## config.mk

```make
export PLATFORM = sky130hd
export DESIGN_NAME = sub_shift_alu
export DESIGN_NICKNAME = d
export VERILOG_FILES = /design/src/hw/sub_shift_alu_pkg.sv /design/src/hw/sub_shift_alu.sv
export SDC_FILE = /design/constraint.sdc
export NUM_CORES = 1
export LEC_CHECK = 0
export ABC_CLOCK_PERIOD_IN_PS = 6700
export BUFFER_PORTS_ARGS = -buffer_cell sky130_fd_sc_hd__buf_2
export CORE_MARGIN = 2
export CORE_UTILIZATION = 39
export DETAILED_ROUTE_END_ITERATION = 16
export PLACE_DENSITY_LB_ADDON = 0.08
export SLEW_MARGIN = 20
export SYNTH_ARGS = -nofsm -noshare
export SYNTH_HDL_FRONTEND = slang
export SYNTH_SLANG_ARGS = --single-unit
export TNS_END_PERCENT = 50
```

## constraint.sdc

```tcl
create_clock -name i_clk -period 6.7 [get_ports i_clk]
set_input_delay 1.34 -clock i_clk [delete_from_list [all_inputs] [get_ports i_clk]]
set_output_delay 1.34 -clock i_clk [all_outputs]
set_load 0.02 [all_outputs]
```

## src/hw/sub_shift_alu_pkg.sv

```systemverilog
// Constants, encodings and timing counts shared by the subtract, shift and bit-set datapath.
// Assumes one clock edge per T-state and a decoder that presents one instruction per start pulse.
package sub_shift_alu_pkg;

  // ----------------------------------------------------------------
  // Operations and operand modes
  // ----------------------------------------------------------------
  typedef enum logic [3:0] {
    OP_SUB              = 4'h0,
    OP_SUBTRACT_BORROW  = 4'h1,
    OP_XOR              = 4'h2,
    OP_SUBTRACT_PAIR    = 4'h3,
    OP_CARRY_FORCE_ONE  = 4'h4,
    OP_BIT_SET          = 4'h5,
    OP_ARITH_LEFT       = 4'h6,
    OP_ARITH_RIGHT      = 4'h7,
    OP_LOGICAL_RIGHT    = 4'h8,
    OP_RESTART          = 4'h9
  } op_type;

  typedef enum logic [1:0] {
    MODE_REG = 2'h0,
    MODE_IMM = 2'h1,
    MODE_PTR = 2'h2,
    MODE_IDX = 2'h3
  } mode_type;

  typedef enum logic [1:0] {
    ST_IDLE = 2'b01,
    ST_RUN  = 2'b10
  } state_type;

  // ----------------------------------------------------------------
  // Register and pair codes
  // ----------------------------------------------------------------
  localparam logic [2:0] REG_B = 3'h0;
  localparam logic [2:0] REG_C = 3'h1;
  localparam logic [2:0] REG_D = 3'h2;
  localparam logic [2:0] REG_E = 3'h3;
  localparam logic [2:0] REG_H = 3'h4;
  localparam logic [2:0] REG_L = 3'h5;
  localparam logic [2:0] REG_MEM = 3'h6;
  localparam logic [2:0] REG_A = 3'h7;
  localparam logic [1:0] PAIR_BC = 2'h0;
  localparam logic [1:0] PAIR_DE = 2'h1;
  localparam logic [1:0] PAIR_PTR = 2'h2;
  localparam logic [1:0] PAIR_STACK = 2'h3;

  // ----------------------------------------------------------------
  // Flag positions
  // ----------------------------------------------------------------
  localparam int FLAG_S = 7;
  localparam int FLAG_Z = 6;
  localparam int FLAG_H = 4;
  localparam int FLAG_PV = 2;
  localparam int FLAG_N = 1;
  localparam int FLAG_C = 0;
  localparam int HALF_BIT8 = 4;
  localparam int HALF_BIT16 = 12;

  // ----------------------------------------------------------------
  // T-state totals and memory access points
  // ----------------------------------------------------------------
  localparam logic [4:0] T_REG = 5'h04;
  localparam logic [4:0] T_MEM = 5'h07;
  localparam logic [4:0] T_IDX = 5'h13;
  localparam logic [4:0] T_PAIR = 5'h0F;
  localparam logic [4:0] T_CB_REG = 5'h08;
  localparam logic [4:0] T_RMW = 5'h0F;
  localparam logic [4:0] T_RMW_IDX = 5'h17;
  localparam logic [4:0] T_RESTART = 5'h0B;
  localparam logic [4:0] RD_MEM = 5'h04;
  localparam logic [4:0] RD_IDX = 5'h10;
  localparam logic [4:0] RD_RMW = 5'h08;
  localparam logic [4:0] WR_RMW = 5'h0C;
  localparam logic [4:0] RD_RMW_IDX = 5'h10;
  localparam logic [4:0] WR_RMW_IDX = 5'h14;
  localparam logic [4:0] WR_PUSH_HI = 5'h05;
  localparam logic [4:0] WR_PUSH_LO = 5'h08;
  localparam logic [7:0] RESTART_PAGE = 8'h00;

  // ----------------------------------------------------------------
  // Register port addresses
  // ----------------------------------------------------------------
  localparam logic [4:0] ADDR_FLAGS = 5'h06;
  localparam logic [4:0] ADDR_STACK_LO = 5'h08;
  localparam logic [4:0] ADDR_STACK_HI = 5'h09;
  localparam logic [4:0] ADDR_IDX1_LO = 5'h0A;
  localparam logic [4:0] ADDR_IDX1_HI = 5'h0B;
  localparam logic [4:0] ADDR_IDX2_LO = 5'h0C;
  localparam logic [4:0] ADDR_IDX2_HI = 5'h0D;
  localparam logic [4:0] ADDR_PC_LO = 5'h0E;
  localparam logic [4:0] ADDR_PC_HI = 5'h0F;
  localparam logic [4:0] ADDR_STATUS = 5'h10;
  localparam logic [7:0] RESET_BYTE = 8'h00;
  localparam logic [15:0] RESET_WORD = 16'h0000;

endpackage

```

## src/hw/sub_shift_alu.sv

```systemverilog
// Execution datapath for subtract, subtract with borrow, pair subtract, carry force, bit set,
// shifts, exclusive-OR and restart call, with its own register file and memory strobes.
// Assumes memory read data arrive one clock after the read strobe and writes take one clock.
// Summary of operation
// - Restart takes eleven states, five three three.
// - Restart pushes counter high, low; jumps page zero.
// - Borrow subtract: accumulator minus source minus carry.
// - Plain subtract ignores carry, result to accumulator.
// - Subtract flags: sign, zero, half, overflow, borrow, N.
// - Source register 4, immediate/pointer 7, indexed 19.
// - Register field codes; 110 selects no register.
// - Pair subtract from pointer pair, pair codes.
// - Pair subtract 15 states, half from bit 12.
// - Carry force sets carry, clears H and N.
// - Bit field equals bit number; flags untouched.
// - Pointer memory bit set: read-modify-write, 15 states.
// - Indexed address is index plus signed displacement.
// - Register bit set 8 states, other bits kept.
// - Left shift: zero into bit 0, bit 7 carry.
// - Arithmetic right shift keeps bit 7, bit 0 carry.
// - Logical right shift clears bit 7, bit 0 carry.
// - Shift flags: sign, zero, parity; clear H, N.
// - Shift operand register 8, pointer 15, indexed 23.
// - Exclusive-OR source with accumulator into accumulator.
// - Exclusive-OR flags: S, Z, parity, H set, N C clear.
//
// The strobed register port and the placing of the registers were left to the implementer.
`timescale 1ns/1ps

module sub_shift_alu (
  input logic i_clk,
  input logic i_nrst,
  input logic i_start,
  input sub_shift_alu_pkg::op_type i_op,
  input sub_shift_alu_pkg::mode_type i_mode,
  input logic [2:0] i_reg_sel,
  input logic [1:0] i_pair_sel,
  input logic [2:0] i_bit_sel,
  input logic i_index_sel,
  input logic [7:0] i_imm,
  input logic [7:0] i_disp,
  input logic [2:0] i_rst_vec,
  output logic o_busy,
  output logic o_done,
  output logic [15:0] o_mem_addr,
  output logic [7:0] o_mem_wdata,
  output logic o_mem_rd,
  output logic o_mem_wr,
  input logic [7:0] i_mem_rdata,
  input logic [4:0] i_addr,
  input logic [7:0] i_wdata,
  input logic i_wr,
  input logic i_rd,
  output logic [7:0] o_rdata
);

  // ----------------------------------------------------------------
  // Reset release
  // ----------------------------------------------------------------
  logic nrst_meta_q;
  logic nrst_q;
  always_ff @(posedge i_clk or negedge i_nrst) begin
    if (!i_nrst) begin
      nrst_meta_q <= 1'b0;
      nrst_q <= 1'b0;
    end else begin
      nrst_meta_q <= 1'b1;
      nrst_q <= nrst_meta_q;
    end
  end

  // ----------------------------------------------------------------
  // Sequencer state
  // ----------------------------------------------------------------
  sub_shift_alu_pkg::state_type state_q;
  sub_shift_alu_pkg::op_type op_q;
  sub_shift_alu_pkg::mode_type mode_q;
  logic [4:0] tcnt_q;
  logic [2:0] sel_q;
  logic [1:0] pair_q;
  logic [2:0] bit_q;
  logic [7:0] imm_q;
  logic [2:0] vec_q;
  logic [7:0] operand_q;
  logic [15:0] addr_q;
  logic [7:0] wdata_q;
  logic [7:0] rdata_q;

  logic [7:0] gpr_q [0:7];
  logic [7:0] flags_q;
  logic [15:0] stack_q;
  logic [15:0] idx1_q;
  logic [15:0] idx2_q;
  logic [15:0] pc_q;

  wire idle = (state_q == sub_shift_alu_pkg::ST_IDLE);
  wire run = (state_q == sub_shift_alu_pkg::ST_RUN);
  wire start = idle & i_start;

  // Register code 110 names the pointer-pair memory byte, never a register.
  wire start_ptr = (i_mode == sub_shift_alu_pkg::MODE_REG) && (i_reg_sel == sub_shift_alu_pkg::REG_MEM);
  wire [15:0] ptr_pair = {gpr_q[sub_shift_alu_pkg::REG_H], gpr_q[sub_shift_alu_pkg::REG_L]};
  wire [15:0] index_base = i_index_sel ? idx2_q : idx1_q;
  wire [15:0] index_addr = index_base + {{8{i_disp[7]}}, i_disp};
  wire [15:0] start_addr = (i_op == sub_shift_alu_pkg::OP_RESTART) ? (stack_q - 16'h0001) :
                           (i_mode == sub_shift_alu_pkg::MODE_IDX) ? index_addr : ptr_pair;
  wire sub_mode_d = start_ptr ? 1'b1 : 1'b0;

  // ----------------------------------------------------------------
  // Instruction length and memory access points
  // ----------------------------------------------------------------
  wire is_acc_op = (op_q == sub_shift_alu_pkg::OP_SUB) || (op_q == sub_shift_alu_pkg::OP_SUBTRACT_BORROW) ||
                   (op_q == sub_shift_alu_pkg::OP_XOR);
  wire is_cb_op = (op_q == sub_shift_alu_pkg::OP_BIT_SET) || (op_q == sub_shift_alu_pkg::OP_ARITH_LEFT) ||
                  (op_q == sub_shift_alu_pkg::OP_ARITH_RIGHT) || (op_q == sub_shift_alu_pkg::OP_LOGICAL_RIGHT);
  wire mem_ptr = (mode_q == sub_shift_alu_pkg::MODE_PTR);
  wire mem_idx = (mode_q == sub_shift_alu_pkg::MODE_IDX);
  wire mem_op = (is_acc_op | is_cb_op) & (mem_ptr | mem_idx);

  wire [4:0] acc_total = mem_idx ? sub_shift_alu_pkg::T_IDX :
                         (mem_ptr || mode_q == sub_shift_alu_pkg::MODE_IMM) ? sub_shift_alu_pkg::T_MEM :
                         sub_shift_alu_pkg::T_REG;
  wire [4:0] cb_total = mem_idx ? sub_shift_alu_pkg::T_RMW_IDX :
                        mem_ptr ? sub_shift_alu_pkg::T_RMW : sub_shift_alu_pkg::T_CB_REG;
  wire [4:0] total = is_acc_op ? acc_total :
                     is_cb_op ? cb_total :
                     (op_q == sub_shift_alu_pkg::OP_SUBTRACT_PAIR) ? sub_shift_alu_pkg::T_PAIR :
                     (op_q == sub_shift_alu_pkg::OP_RESTART) ? sub_shift_alu_pkg::T_RESTART :
                     sub_shift_alu_pkg::T_REG;
  wire [4:0] rd_point = is_acc_op ? (mem_idx ? sub_shift_alu_pkg::RD_IDX : sub_shift_alu_pkg::RD_MEM) :
                        (mem_idx ? sub_shift_alu_pkg::RD_RMW_IDX : sub_shift_alu_pkg::RD_RMW);
  wire [4:0] wr_point = mem_idx ? sub_shift_alu_pkg::WR_RMW_IDX : sub_shift_alu_pkg::WR_RMW;
  wire last = run & (tcnt_q == total - 5'h01);
  wire is_rst = (op_q == sub_shift_alu_pkg::OP_RESTART);

  wire rd_now = run & mem_op & (tcnt_q == rd_point);
  wire capture_now = run & mem_op & (tcnt_q == rd_point + 5'h01);
  wire rmw_wr_now = run & mem_op & is_cb_op & (tcnt_q == wr_point);
  wire push_hi_now = run & is_rst & (tcnt_q == sub_shift_alu_pkg::WR_PUSH_HI);
  wire push_lo_now = run & is_rst & (tcnt_q == sub_shift_alu_pkg::WR_PUSH_LO);
  wire wr_now = rmw_wr_now | push_hi_now | push_lo_now;

  // ----------------------------------------------------------------
  // Operand selection and arithmetic
  // ----------------------------------------------------------------
  wire [7:0] acc = gpr_q[sub_shift_alu_pkg::REG_A];
  wire [7:0] src8 = (mode_q == sub_shift_alu_pkg::MODE_REG) ? gpr_q[sel_q] :
                    (mode_q == sub_shift_alu_pkg::MODE_IMM) ? imm_q : operand_q;
  wire carry_in = flags_q[sub_shift_alu_pkg::FLAG_C];
  wire cin8 = (op_q == sub_shift_alu_pkg::OP_SUBTRACT_BORROW) & carry_in;
  wire [8:0] diff8 = {1'b0, acc} - {1'b0, src8} - {8'h00, cin8};
  wire [4:0] half8 = {1'b0, acc[3:0]} - {1'b0, src8[3:0]} - {4'h0, cin8};
  wire ovf8 = (acc[7] ^ src8[7]) & (acc[7] ^ diff8[7]);

  wire [15:0] pair_val = (pair_q == sub_shift_alu_pkg::PAIR_BC) ? {gpr_q[sub_shift_alu_pkg::REG_B],
                           gpr_q[sub_shift_alu_pkg::REG_C]} :
                         (pair_q == sub_shift_alu_pkg::PAIR_DE) ? {gpr_q[sub_shift_alu_pkg::REG_D],
                           gpr_q[sub_shift_alu_pkg::REG_E]} :
                         (pair_q == sub_shift_alu_pkg::PAIR_PTR) ? ptr_pair : stack_q;
  wire [16:0] diff16 = {1'b0, ptr_pair} - {1'b0, pair_val} - {16'h0000, carry_in};
  wire [12:0] half16 = {1'b0, ptr_pair[11:0]} - {1'b0, pair_val[11:0]} - {12'h000, carry_in};
  wire ovf16 = (ptr_pair[15] ^ pair_val[15]) & (ptr_pair[15] ^ diff16[15]);

  wire [7:0] bit_mask = 8'h01 << bit_q;
  wire [7:0] res8 = (op_q == sub_shift_alu_pkg::OP_XOR) ? (acc ^ src8) :
                    (op_q == sub_shift_alu_pkg::OP_BIT_SET) ? (src8 | bit_mask) :
                    (op_q == sub_shift_alu_pkg::OP_ARITH_LEFT) ? {src8[6:0], 1'b0} :
                    (op_q == sub_shift_alu_pkg::OP_ARITH_RIGHT) ? {src8[7], src8[7:1]} :
                    (op_q == sub_shift_alu_pkg::OP_LOGICAL_RIGHT) ? {1'b0, src8[7:1]} :
                    diff8[7:0];
  wire shift_carry = (op_q == sub_shift_alu_pkg::OP_ARITH_LEFT) ? src8[7] : src8[0];

  // ----------------------------------------------------------------
  // Flag results
  // ----------------------------------------------------------------
  logic [7:0] flags_new;
  always_comb begin
    flags_new = flags_q;
    case (op_q)
      sub_shift_alu_pkg::OP_SUB, sub_shift_alu_pkg::OP_SUBTRACT_BORROW: begin
        flags_new[sub_shift_alu_pkg::FLAG_S] = diff8[7];
        flags_new[sub_shift_alu_pkg::FLAG_Z] = (diff8[7:0] == 8'h00);
        flags_new[sub_shift_alu_pkg::FLAG_H] = half8[sub_shift_alu_pkg::HALF_BIT8];
        flags_new[sub_shift_alu_pkg::FLAG_PV] = ovf8;
        flags_new[sub_shift_alu_pkg::FLAG_N] = 1'b1;
        flags_new[sub_shift_alu_pkg::FLAG_C] = diff8[8];
      end
      sub_shift_alu_pkg::OP_SUBTRACT_PAIR: begin
        flags_new[sub_shift_alu_pkg::FLAG_S] = diff16[15];
        flags_new[sub_shift_alu_pkg::FLAG_Z] = (diff16[15:0] == 16'h0000);
        flags_new[sub_shift_alu_pkg::FLAG_H] = half16[sub_shift_alu_pkg::HALF_BIT16];
        flags_new[sub_shift_alu_pkg::FLAG_PV] = ovf16;
        flags_new[sub_shift_alu_pkg::FLAG_N] = 1'b1;
        flags_new[sub_shift_alu_pkg::FLAG_C] = diff16[16];
      end
      sub_shift_alu_pkg::OP_XOR: begin
        flags_new[sub_shift_alu_pkg::FLAG_S] = res8[7];
        flags_new[sub_shift_alu_pkg::FLAG_Z] = (res8 == 8'h00);
        flags_new[sub_shift_alu_pkg::FLAG_H] = 1'b1;
        flags_new[sub_shift_alu_pkg::FLAG_PV] = ~^res8;
        flags_new[sub_shift_alu_pkg::FLAG_N] = 1'b0;
        flags_new[sub_shift_alu_pkg::FLAG_C] = 1'b0;
      end
      sub_shift_alu_pkg::OP_CARRY_FORCE_ONE: begin
        flags_new[sub_shift_alu_pkg::FLAG_H] = 1'b0;
        flags_new[sub_shift_alu_pkg::FLAG_N] = 1'b0;
        flags_new[sub_shift_alu_pkg::FLAG_C] = 1'b1;
      end
      sub_shift_alu_pkg::OP_ARITH_LEFT, sub_shift_alu_pkg::OP_ARITH_RIGHT,
      sub_shift_alu_pkg::OP_LOGICAL_RIGHT: begin
        flags_new[sub_shift_alu_pkg::FLAG_S] = res8[7];
        flags_new[sub_shift_alu_pkg::FLAG_Z] = (res8 == 8'h00);
        flags_new[sub_shift_alu_pkg::FLAG_H] = 1'b0;
        flags_new[sub_shift_alu_pkg::FLAG_PV] = ~^res8;
        flags_new[sub_shift_alu_pkg::FLAG_N] = 1'b0;
        flags_new[sub_shift_alu_pkg::FLAG_C] = shift_carry;
      end
      default: begin
        flags_new = flags_q;
      end
    endcase
  end

  // ----------------------------------------------------------------
  // Register port decode
  // ----------------------------------------------------------------
  // Software writes are taken only while idle, so an instruction never sees its operands move.
  wire bus_wr = i_wr & idle;
  wire acc_wb = last & is_acc_op;
  wire cb_reg_wb = last & is_cb_op & (mode_q == sub_shift_alu_pkg::MODE_REG);
  wire pair_wb = last & (op_q == sub_shift_alu_pkg::OP_SUBTRACT_PAIR);
  wire flag_wb = last & ~is_rst & (op_q != sub_shift_alu_pkg::OP_BIT_SET);
  wire [7:0] status_byte = {7'h00, run};
  wire [7:0] rd_mux = (i_addr < sub_shift_alu_pkg::ADDR_STACK_LO) ?
                        ((i_addr == sub_shift_alu_pkg::ADDR_FLAGS) ? flags_q : gpr_q[i_addr[2:0]]) :
                      (i_addr == sub_shift_alu_pkg::ADDR_STACK_LO) ? stack_q[7:0] :
                      (i_addr == sub_shift_alu_pkg::ADDR_STACK_HI) ? stack_q[15:8] :
                      (i_addr == sub_shift_alu_pkg::ADDR_IDX1_LO) ? idx1_q[7:0] :
                      (i_addr == sub_shift_alu_pkg::ADDR_IDX1_HI) ? idx1_q[15:8] :
                      (i_addr == sub_shift_alu_pkg::ADDR_IDX2_LO) ? idx2_q[7:0] :
                      (i_addr == sub_shift_alu_pkg::ADDR_IDX2_HI) ? idx2_q[15:8] :
                      (i_addr == sub_shift_alu_pkg::ADDR_PC_LO) ? pc_q[7:0] :
                      (i_addr == sub_shift_alu_pkg::ADDR_PC_HI) ? pc_q[15:8] :
                      (i_addr == sub_shift_alu_pkg::ADDR_STATUS) ? status_byte : 8'h00;

  // ----------------------------------------------------------------
  // Sequencer
  // ----------------------------------------------------------------
  always_ff @(posedge i_clk or negedge nrst_q) begin
    if (!nrst_q) begin
      state_q <= sub_shift_alu_pkg::ST_IDLE;
      tcnt_q <= 5'h00;
    end else begin
      case (state_q)
        sub_shift_alu_pkg::ST_IDLE: begin
          tcnt_q <= 5'h00;
          if (i_start) begin
            state_q <= sub_shift_alu_pkg::ST_RUN;
          end
        end
        sub_shift_alu_pkg::ST_RUN: begin
          tcnt_q <= tcnt_q + 5'h01;
          if (last) begin
            state_q <= sub_shift_alu_pkg::ST_IDLE;
          end
        end
        default: begin
          state_q <= sub_shift_alu_pkg::ST_IDLE;
        end
      endcase
    end
  end

  always_ff @(posedge i_clk or negedge nrst_q) begin
    if (!nrst_q) begin
      op_q <= sub_shift_alu_pkg::OP_SUB;
      mode_q <= sub_shift_alu_pkg::MODE_REG;
      sel_q <= 3'h0;
      pair_q <= 2'h0;
      bit_q <= 3'h0;
      imm_q <= sub_shift_alu_pkg::RESET_BYTE;
      vec_q <= 3'h0;
    end else if (start) begin
      op_q <= i_op;
      mode_q <= sub_mode_d ? sub_shift_alu_pkg::MODE_PTR : i_mode;
      sel_q <= i_reg_sel;
      pair_q <= i_pair_sel;
      bit_q <= i_bit_sel;
      imm_q <= i_imm;
      vec_q <= i_rst_vec;
    end
  end

  // ----------------------------------------------------------------
  // Memory interface
  // ----------------------------------------------------------------
  always_ff @(posedge i_clk or negedge nrst_q) begin
    if (!nrst_q) begin
      addr_q <= sub_shift_alu_pkg::RESET_WORD;
      wdata_q <= sub_shift_alu_pkg::RESET_BYTE;
      operand_q <= sub_shift_alu_pkg::RESET_BYTE;
    end else begin
      if (start) begin
        addr_q <= start_addr;
        wdata_q <= pc_q[15:8];
      end else if (push_hi_now) begin
        addr_q <= stack_q - 16'h0002;
        wdata_q <= pc_q[7:0];
      end else if (capture_now) begin
        operand_q <= i_mem_rdata;
      end else if (run & is_cb_op & (tcnt_q == wr_point - 5'h01)) begin
        wdata_q <= res8;
      end
    end
  end

  // ----------------------------------------------------------------
  // Register file
  // ----------------------------------------------------------------
  genvar gi;
  generate
    for (gi = 0; gi < 8; gi++) begin : gen_gpr
      wire bus_hit = bus_wr & (i_addr == 5'(gi));
      wire exe_hit = (acc_wb & (gi == sub_shift_alu_pkg::REG_A)) | (cb_reg_wb & (sel_q == 3'(gi)));
      wire pair_hi = pair_wb & (gi == sub_shift_alu_pkg::REG_H);
      wire pair_lo = pair_wb & (gi == sub_shift_alu_pkg::REG_L);
      if (gi == sub_shift_alu_pkg::REG_MEM) begin : gen_flags
        always_ff @(posedge i_clk or negedge nrst_q) begin
          if (!nrst_q) begin
            flags_q <= sub_shift_alu_pkg::RESET_BYTE;
          end else if (flag_wb) begin
            flags_q <= flags_new;
          end else if (bus_hit) begin
            flags_q <= i_wdata;
          end
        end
        assign gpr_q[gi] = sub_shift_alu_pkg::RESET_BYTE;
      end else begin : gen_reg
        always_ff @(posedge i_clk or negedge nrst_q) begin
          if (!nrst_q) begin
            gpr_q[gi] <= sub_shift_alu_pkg::RESET_BYTE;
          end else if (exe_hit) begin
            gpr_q[gi] <= res8;
          end else if (pair_hi) begin
            gpr_q[gi] <= diff16[15:8];
          end else if (pair_lo) begin
            gpr_q[gi] <= diff16[7:0];
          end else if (bus_hit) begin
            gpr_q[gi] <= i_wdata;
          end
        end
      end
    end
  endgenerate

  always_ff @(posedge i_clk or negedge nrst_q) begin
    if (!nrst_q) begin
      stack_q <= sub_shift_alu_pkg::RESET_WORD;
      idx1_q <= sub_shift_alu_pkg::RESET_WORD;
      idx2_q <= sub_shift_alu_pkg::RESET_WORD;
      pc_q <= sub_shift_alu_pkg::RESET_WORD;
    end else if (last & is_rst) begin
      stack_q <= stack_q - 16'h0002;
      pc_q <= {sub_shift_alu_pkg::RESTART_PAGE, 2'b00, vec_q, 3'b000};
    end else if (bus_wr) begin
      if (i_addr == sub_shift_alu_pkg::ADDR_STACK_LO) stack_q[7:0] <= i_wdata;
      if (i_addr == sub_shift_alu_pkg::ADDR_STACK_HI) stack_q[15:8] <= i_wdata;
      if (i_addr == sub_shift_alu_pkg::ADDR_IDX1_LO) idx1_q[7:0] <= i_wdata;
      if (i_addr == sub_shift_alu_pkg::ADDR_IDX1_HI) idx1_q[15:8] <= i_wdata;
      if (i_addr == sub_shift_alu_pkg::ADDR_IDX2_LO) idx2_q[7:0] <= i_wdata;
      if (i_addr == sub_shift_alu_pkg::ADDR_IDX2_HI) idx2_q[15:8] <= i_wdata;
      if (i_addr == sub_shift_alu_pkg::ADDR_PC_LO) pc_q[7:0] <= i_wdata;
      if (i_addr == sub_shift_alu_pkg::ADDR_PC_HI) pc_q[15:8] <= i_wdata;
    end
  end

  always_ff @(posedge i_clk or negedge nrst_q) begin
    if (!nrst_q) begin
      rdata_q <= sub_shift_alu_pkg::RESET_BYTE;
    end else begin
      rdata_q <= i_rd ? rd_mux : sub_shift_alu_pkg::RESET_BYTE;
    end
  end

  assign o_busy = run;
  assign o_done = last;
  assign o_mem_addr = addr_q;
  assign o_mem_wdata = wdata_q;
  assign o_mem_rd = rd_now;
  assign o_mem_wr = wr_now;
  assign o_rdata = rdata_q;

endmodule // sub_shift_alu

```

* Word level (Yosys, flattened, before mapping)
Index checks and enable logic that the tools add are counted.
** Storage, ports and cells
- Register bits :: 202
- Bits in latches :: 0
- RAM bits :: 0
- Memory bits (read-only) :: 0
- Bits of input ports :: 60
- Word-level logic and storage cells :: 303
- Memories kept :: 0
** Operators by class
- Add/subtract/negate cells :: 15
- Multipliers :: 0
- Divide/modulo/power cells :: 0
- Order comparisons :: 3
- Equal/unequal tests :: 55
- Shifts and indexed selects :: 1
- Muxes and demuxes :: 86
- Bitwise logic cells :: 57
- Reduce and logical (&&, ||, !) cells :: 52
** Operator list (count)
- 8-bit 2-to-1 mux :: 48
- 16-bit 2-to-1 mux :: 12
- 8-bit binary-select mux with 3-bit select :: 2
- 5-bit by 4-bit equality test with 1-bit output (second input constant) :: 9
- 5-bit 2-to-1 mux :: 8
- 1-bit bitwise AND :: 39
- 2-bit nonzero test :: 13
- 5-bit by 3-bit equality test with 1-bit output (second input constant) :: 5
- 5-bit equality test :: 5
- 2-bit AND reduction :: 10
- 16-bit by 16-bit subtractor with 17-bit output :: 1
- 17-bit by 1-bit subtractor with 17-bit output :: 1
- 16-bit adder :: 1
- 4-bit by 3-bit equality test with 1-bit output (second input constant) :: 4
- 16-bit zero test :: 1
- 8-bit zero test :: 2
- 16-bit by 1-bit subtractor with 16-bit output (second input constant) :: 1
- 16-bit by 2-bit subtractor with 16-bit output (second input constant) :: 1
- 3-bit AND reduction :: 5
- 12-bit by 12-bit subtractor with 13-bit output :: 1
- 13-bit by 1-bit subtractor with 13-bit output :: 1
- 3-bit equality test (second input constant) :: 4
- 4-bit equality test (second input constant) :: 3
- 5-bit by 1-bit adder with 5-bit output (second input constant) :: 2
- 51 further kinds :: 90

* Longest topological paths before layout
- Depth in word-level cells :: 16
- Depth in mapped cells :: 24

* Least setup slack after synthesis
Ideal clock, no wire load.
- Path type :: register to register
- From :: reg sel_q[1]
- To :: reg flags_q[2]
- Setup time :: 0.131 ns
- Arrival time :: 5.194 ns
- Slack :: 1.374 ns
- Cell stages (with the launch flop) :: 24
- Path through :: dfrtp_1 > buf_2 > buf_2 > buf_2 > mux4_2 > mux2_2 > o21ai_0 > inv_1 > ha_1 > inv_1 > ha_1 > or4b_1 > o211a_1 > xor2_1 > a221oi_1 > a31oi_1 > a21oi_2 > ha_1 > xor2_1 > xnor2_1 > and2_1 > a211oi_1 > mux2i_1 > a22oi_1
** On the way
- Cells in the longest elaborated chain, start to end :: 15
- Elaborated cells between the ends (all ways) :: 20
- Classes of those cells :: 2 x add/sub; 11 x mux; 6 x bitwise; 1 x reduce/logical
** RTL lines
- from (decl) :: RTL line sub_shift_alu.sv:79 : logic [2:0] sel_q;
- from (signal assigned) :: RTL line sub_shift_alu.sv:286 : sel_q <= i_reg_sel;
- 3-bit inverter with 4-bit output (implied by the code) (*) :: RTL line sub_shift_alu.sv:147 : wire [7:0] src8 = (mode_q == sub_shift_alu_pkg::MODE_REG) ? gpr_q[sel_q] :
- 8-bit binary-select mux with 3-bit select (*) :: RTL line sub_shift_alu.sv:147
- 8-bit 2-to-1 mux (implied by the code) (*) (2 in a row) :: RTL line sub_shift_alu.sv:147
- 8-bit 2-to-1 mux (*) :: RTL line sub_shift_alu.sv:147
- 8-bit by 8-bit subtractor with 9-bit output :: RTL line sub_shift_alu.sv:151 : wire [8:0] diff8 = {1'b0, acc} - {1'b0, src8} - {8'h00, cin8};
- 9-bit by 1-bit subtractor with 9-bit output :: RTL line sub_shift_alu.sv:151
- 8-bit 2-to-1 mux :: RTL line sub_shift_alu.sv:169 : (op_q == sub_shift_alu_pkg::OP_LOGICAL_RIGHT) ? {1'b0, src8[7:1]} :
- 8-bit 2-to-1 mux :: RTL line sub_shift_alu.sv:168 : (op_q == sub_shift_alu_pkg::OP_ARITH_RIGHT) ? {src8[7], src8[7:1]} :
- 8-bit 2-to-1 mux :: RTL line sub_shift_alu.sv:167 : (op_q == sub_shift_alu_pkg::OP_ARITH_LEFT) ? {src8[6:0], 1'b0} :
- 8-bit 2-to-1 mux :: RTL line sub_shift_alu.sv:166 : (op_q == sub_shift_alu_pkg::OP_BIT_SET) ? (src8 | bit_mask) :
- 8-bit 2-to-1 mux :: RTL line sub_shift_alu.sv:165 : wire [7:0] res8 = (op_q == sub_shift_alu_pkg::OP_XOR) ? (acc ^ src8) :
- 8-bit XNOR reduction :: RTL line sub_shift_alu.sv:200, sub_shift_alu.sv:214
- 1-bit case mux with 3 select lines (*) :: RTL line sub_shift_alu.sv:179 : case (op_q)
- 8-bit 2-to-1 mux (*) :: RTL line sub_shift_alu.sv:331 : end else if (flag_wb) begin
- to (signal assigned) :: RTL line sub_shift_alu.sv:330 : flags_q <= sub_shift_alu_pkg::RESET_BYTE;
- to (signal assigned) :: RTL line sub_shift_alu.sv:332 : flags_q <= flags_new;
- to (signal assigned) :: RTL line sub_shift_alu.sv:334 : flags_q <= i_wdata;
- to (decl) :: RTL line sub_shift_alu.sv:90 : logic [7:0] flags_q;
Every way passes the cells marked *; elsewhere a longest branch is shown, timed or not. The select of a mux whose other input is x is not followed.
A chain may end at the register's enable or synchronous reset.

* Worst setup path in the final report
Ends and elaborated chain as after synthesis.

==> metrics <==
status finished clean; crit start category register; FF+latch count, synth 202; # fillers 4057; Final setup viols 0; crit path cell chain buf_4, mux4_2, nand2_1, o21ai_0, o21ai_0, inv_1, ha_1, inv_1, ha_1, a21bo_2, nor2b_1, xnor2_1, a21oi_1, a32oi_1, o21ai_1, ha_1, xor2_1, xnor2_1, and2_1, a211oi_1, mux2i_1, a22oi_1; Buffers on Ports 95; area of the mapped netlist 0.01590 mm²; Initial Utilization 0.3975; Num CTS Buffers 26; top cell family by delay on the critical path compound AO/OA/AOI/OAI gates; worst skew pair latency 0.56 ns; worst path required time between 7 and 8 ns; critical path peak fanout 18; Peak supply drop 0.3257 mV; share of cells above drive strength 1 0.1782; post-synthesis xor/xnor area fraction 0.03525; Reg clk slew, reported paths 0.06 ns; post-synthesis net count ~1900; Worst-Margin Slew 0.9585 ns; worst path buffer plus inverter count 3; area of the core 0.04001 mm²; DIE HEIGHT around 210 µm; non-filler cells, final 2386; Cells after DPL 2335; root buffer cell clkbuf_16; # Max-Cap Violations 0; via count 14610; Synth Area in Adders 0.06216; Post-synth EDFFs 0; synthesis-to-finish area growth 12.03%; mux share of post-synthesis cell area 0.1668; RSZ-0062 raised after global routing false; critical path class register to register; H-tree Lvls 1; final hold vios 0; GR Util All Layers 0.3041; Vias/cell roughly 6; Yosys warning count 0; # rows 73; Final ANT Viol Nets 0; Achievable Freq 160.6 MHz; io pins 96; register area 0.005060 mm²; CP max stage cell dfrtp_1; GRT Residual Overflow 0; first-pass GRT wire length 95.36 mm; WL/cell 26.88 µm; max incr delay on CP 0.82 ns; Worst R2R Start sel_q[1]; R2R Path End flags_q[2]; initial antenna violation count 8; post-synth cell types 96; Final period util 0.9292; crit end category register; async set-reset flop share out of synthesis 1.000; post-synthesis compound-gate area fraction 0.1896; largest net degree at the start of global routing 160; Final Skew 0.02125 ns; HP Class register to async pin; Final #Nets about 2000; Resize count post-CTS 0; die area 0.04241 mm²; vias in the first global route ~14000; Fin Setup TNS 0 ns; post-route minimum period roughly 6.2 ns; Hold-fix buffers, CTS 0; clock buffer depth 3; CTS tree built; DRC 0; gpl congestion 0.9159; # clock sinks 202; Detail Placement HPWL about 48 mm; pwr/cell area ~570 mW/mm²; most used cell, CP ha_1; max-slew violations 0; Post-Synthesis Cells 1788; ys flop type dfrtp_1; Die W 205.9 µm; Post-CTS Setup Bufs 0; Post-Syn Area per Cell 8.894 µm²; Leak Pwr 7.682 nW; Rel. slew slack 0.3562; Total Wirelength roughly 64 mm; Iteration-0 DRC Markers about 1300; total power 10.12 mW; sequential-to-total area share from yosys stat 0.3179; setup slack at placement 0.6442 ns; DRT Pass-1 Iters 7; setup ws final 0.4745 ns; Worst R2R Path Depth 22; Multi-input gate area around 0.01 mm²; simple-gate share of the synthesized area 0.1748; largest family of logic cells by synthesized area compound AO/OA/AOI/OAI gates; Arr. time, crit path 6.64 ns; R2R setup slack 0.47 ns
-- synth_stat cells (6+ instances only) --
| library cell | number | area share |
|---|---|---|
| buf_4 | 8 | 0.0038 |
| o22ai_1 | 19 | 0.0075 |
| o211ai_1 | 46 | 0.022 |
| mux4_2 | 40 | 0.057 |
| inv_1 | 95 | 0.022 |
| o2111ai_1 | 7 | 0.0039 |
| o21a_1 | 15 | 0.0071 |
| a21oi_1 | 124 | 0.039 |
| or3_1 | 8 | 0.0031 |
| o21ai_0 | 100 | 0.031 |
| o31ai_1 | 8 | 0.0038 |
| a31oi_1 | 14 | 0.0055 |
| mux2_2 | 72 | 0.051 |
| mux2i_1 | 94 | 0.059 |
| a222oi_1 | 7 | 0.0044 |
| clkbuf_1 | 74 | 0.017 |
| nor2_1 | 150 | 0.035 |
| nand2_1 | 203 | 0.048 |
| and2_1 | 15 | 0.0059 |
| or2_2 | 6 | 0.0024 |
| xnor2_1 | 37 | 0.020 |
| nand3_1 | 38 | 0.012 |
| xor2_1 | 27 | 0.015 |
| nor3b_1 | 7 | 0.0033 |
| and3_1 | 17 | 0.0067 |
| nor3_1 | 33 | 0.010 |
| dfrtp_1 | 201 | 0.32 |
| a211oi_1 | 11 | 0.0052 |
| nor2b_1 | 19 | 0.0075 |
| nand4_1 | 10 | 0.0039 |
| buf_2 | 19 | 0.0060 |
| a21o_1 | 11 | 0.0052 |
| ha_1 | 71 | 0.056 |
| a2111oi_0 | 6 | 0.0033 |
| nand3b_1 | 6 | 0.0028 |
| a221oi_1 | 13 | 0.0072 |
| nand2b_1 | 15 | 0.0059 |
-- metrics by stage --
stage,utilization,hold slack (ns),instance area (µm²)
detailed placement,0.4217,0.3458,16870
finish,0.4453,0.3321,17820
floorplan,-,0.3312,15900
CTS,0.4450,0.3588,17800
global route,0.4452,0.3697,17810
global placement,0.4216,0.3379,16870
-- layer usage --
layer / up-vias / global-route usage / routed length, µm
li1: 6651 / - / -
met2: 561 / 0.4788 / 29120
met4: 4 / 0.07551 / 1504
met5: - / 0 / 31
met1: 7291 / 0.4358 / 28880
met3: 98 / 0.04888 / 4587
-- worst max-delay path by stage --
stage | startpoint | to | slack (ns) | depth (start not counted)
6_report | sel_q[1] | flags_q[2] | 0.47 | 22
5_1_grt | sel_q[1] | flags_q[2] | 0.12 | 22
4_1_cts | sel_q[1] | flags_q[2] | 0.59 | 22
3_5_place_dp | sel_q[1] | flags_q[2] | 0.64 | 22
3_3_place_gp | sel_q[1] | flags_q[2] | 0.79 | 22
2_1_floorplan | nrst_q | acc[0] | 0.66 | 0
-- layout by cell type (no fill, tap or decap), types with 33 or more instances in the layout --
cell type	instances
o211ai_1	46
nand2_1	201
buf_2	95
dfrtp_1	200
ha_1	71
mux4_2	40
a21oi_1	124
inv_1	95
nor2_1	149
o21ai_0	100
nand3_1	38
buf_4	34
nor3_1	33
mux2_2	72
mux2i_1	94
xnor2_1	37
-- logic make-up (layout without fill, tap and decap cells) --
logic type	after synthesis	in the layout
multiplexers	206	206
adder cells (fa/ha/maj)	76	76
flip-flops	202	202
other	1	5
AO/OA/AOI/OAI	460	460
buffers and inverters	207	276
AND/OR/NAND/NOR	572	572
XOR/XNOR	64	64
-- layout make-up --
| cell class | count | area share |
|---|---|---|
| multi-input cells | 1379 | 0.5632 |
| flip-flops and latches | 202 | 0.2840 |
| repair buffers | 130 | 0.04214 |
| clock buffers | 32 | 0.04003 |
| well taps | 525 | 0.03687 |
| inverters | 99 | 0.02086 |
| clock inverters | 15 | 0.01236 |
| diodes | 4 | 0.0005618 |
-- state kept, by name (all words and copies together) (netlist names), 4 cells and up --
name,flops
acc,8
flags_q,8
gpr_q,48
idx1_q,16
idx2_q,16
imm_q,8
o_mem_addr,16
o_mem_wdata,8
o_rdata,8
op_q,4
operand_q,8
pc_q,16
stack_q,16
tcnt_q,5
-- power breakdown --
group,switching [mW],internal [mW],total (mW)
Sequential,0.621,1.60,2.22
Clock,0.595,0.948,1.54
Combinational,3.95,2.41,6.35
Total,5.16,4.96,10.1
No activity file was read; power rests on OpenSTA's default activity.
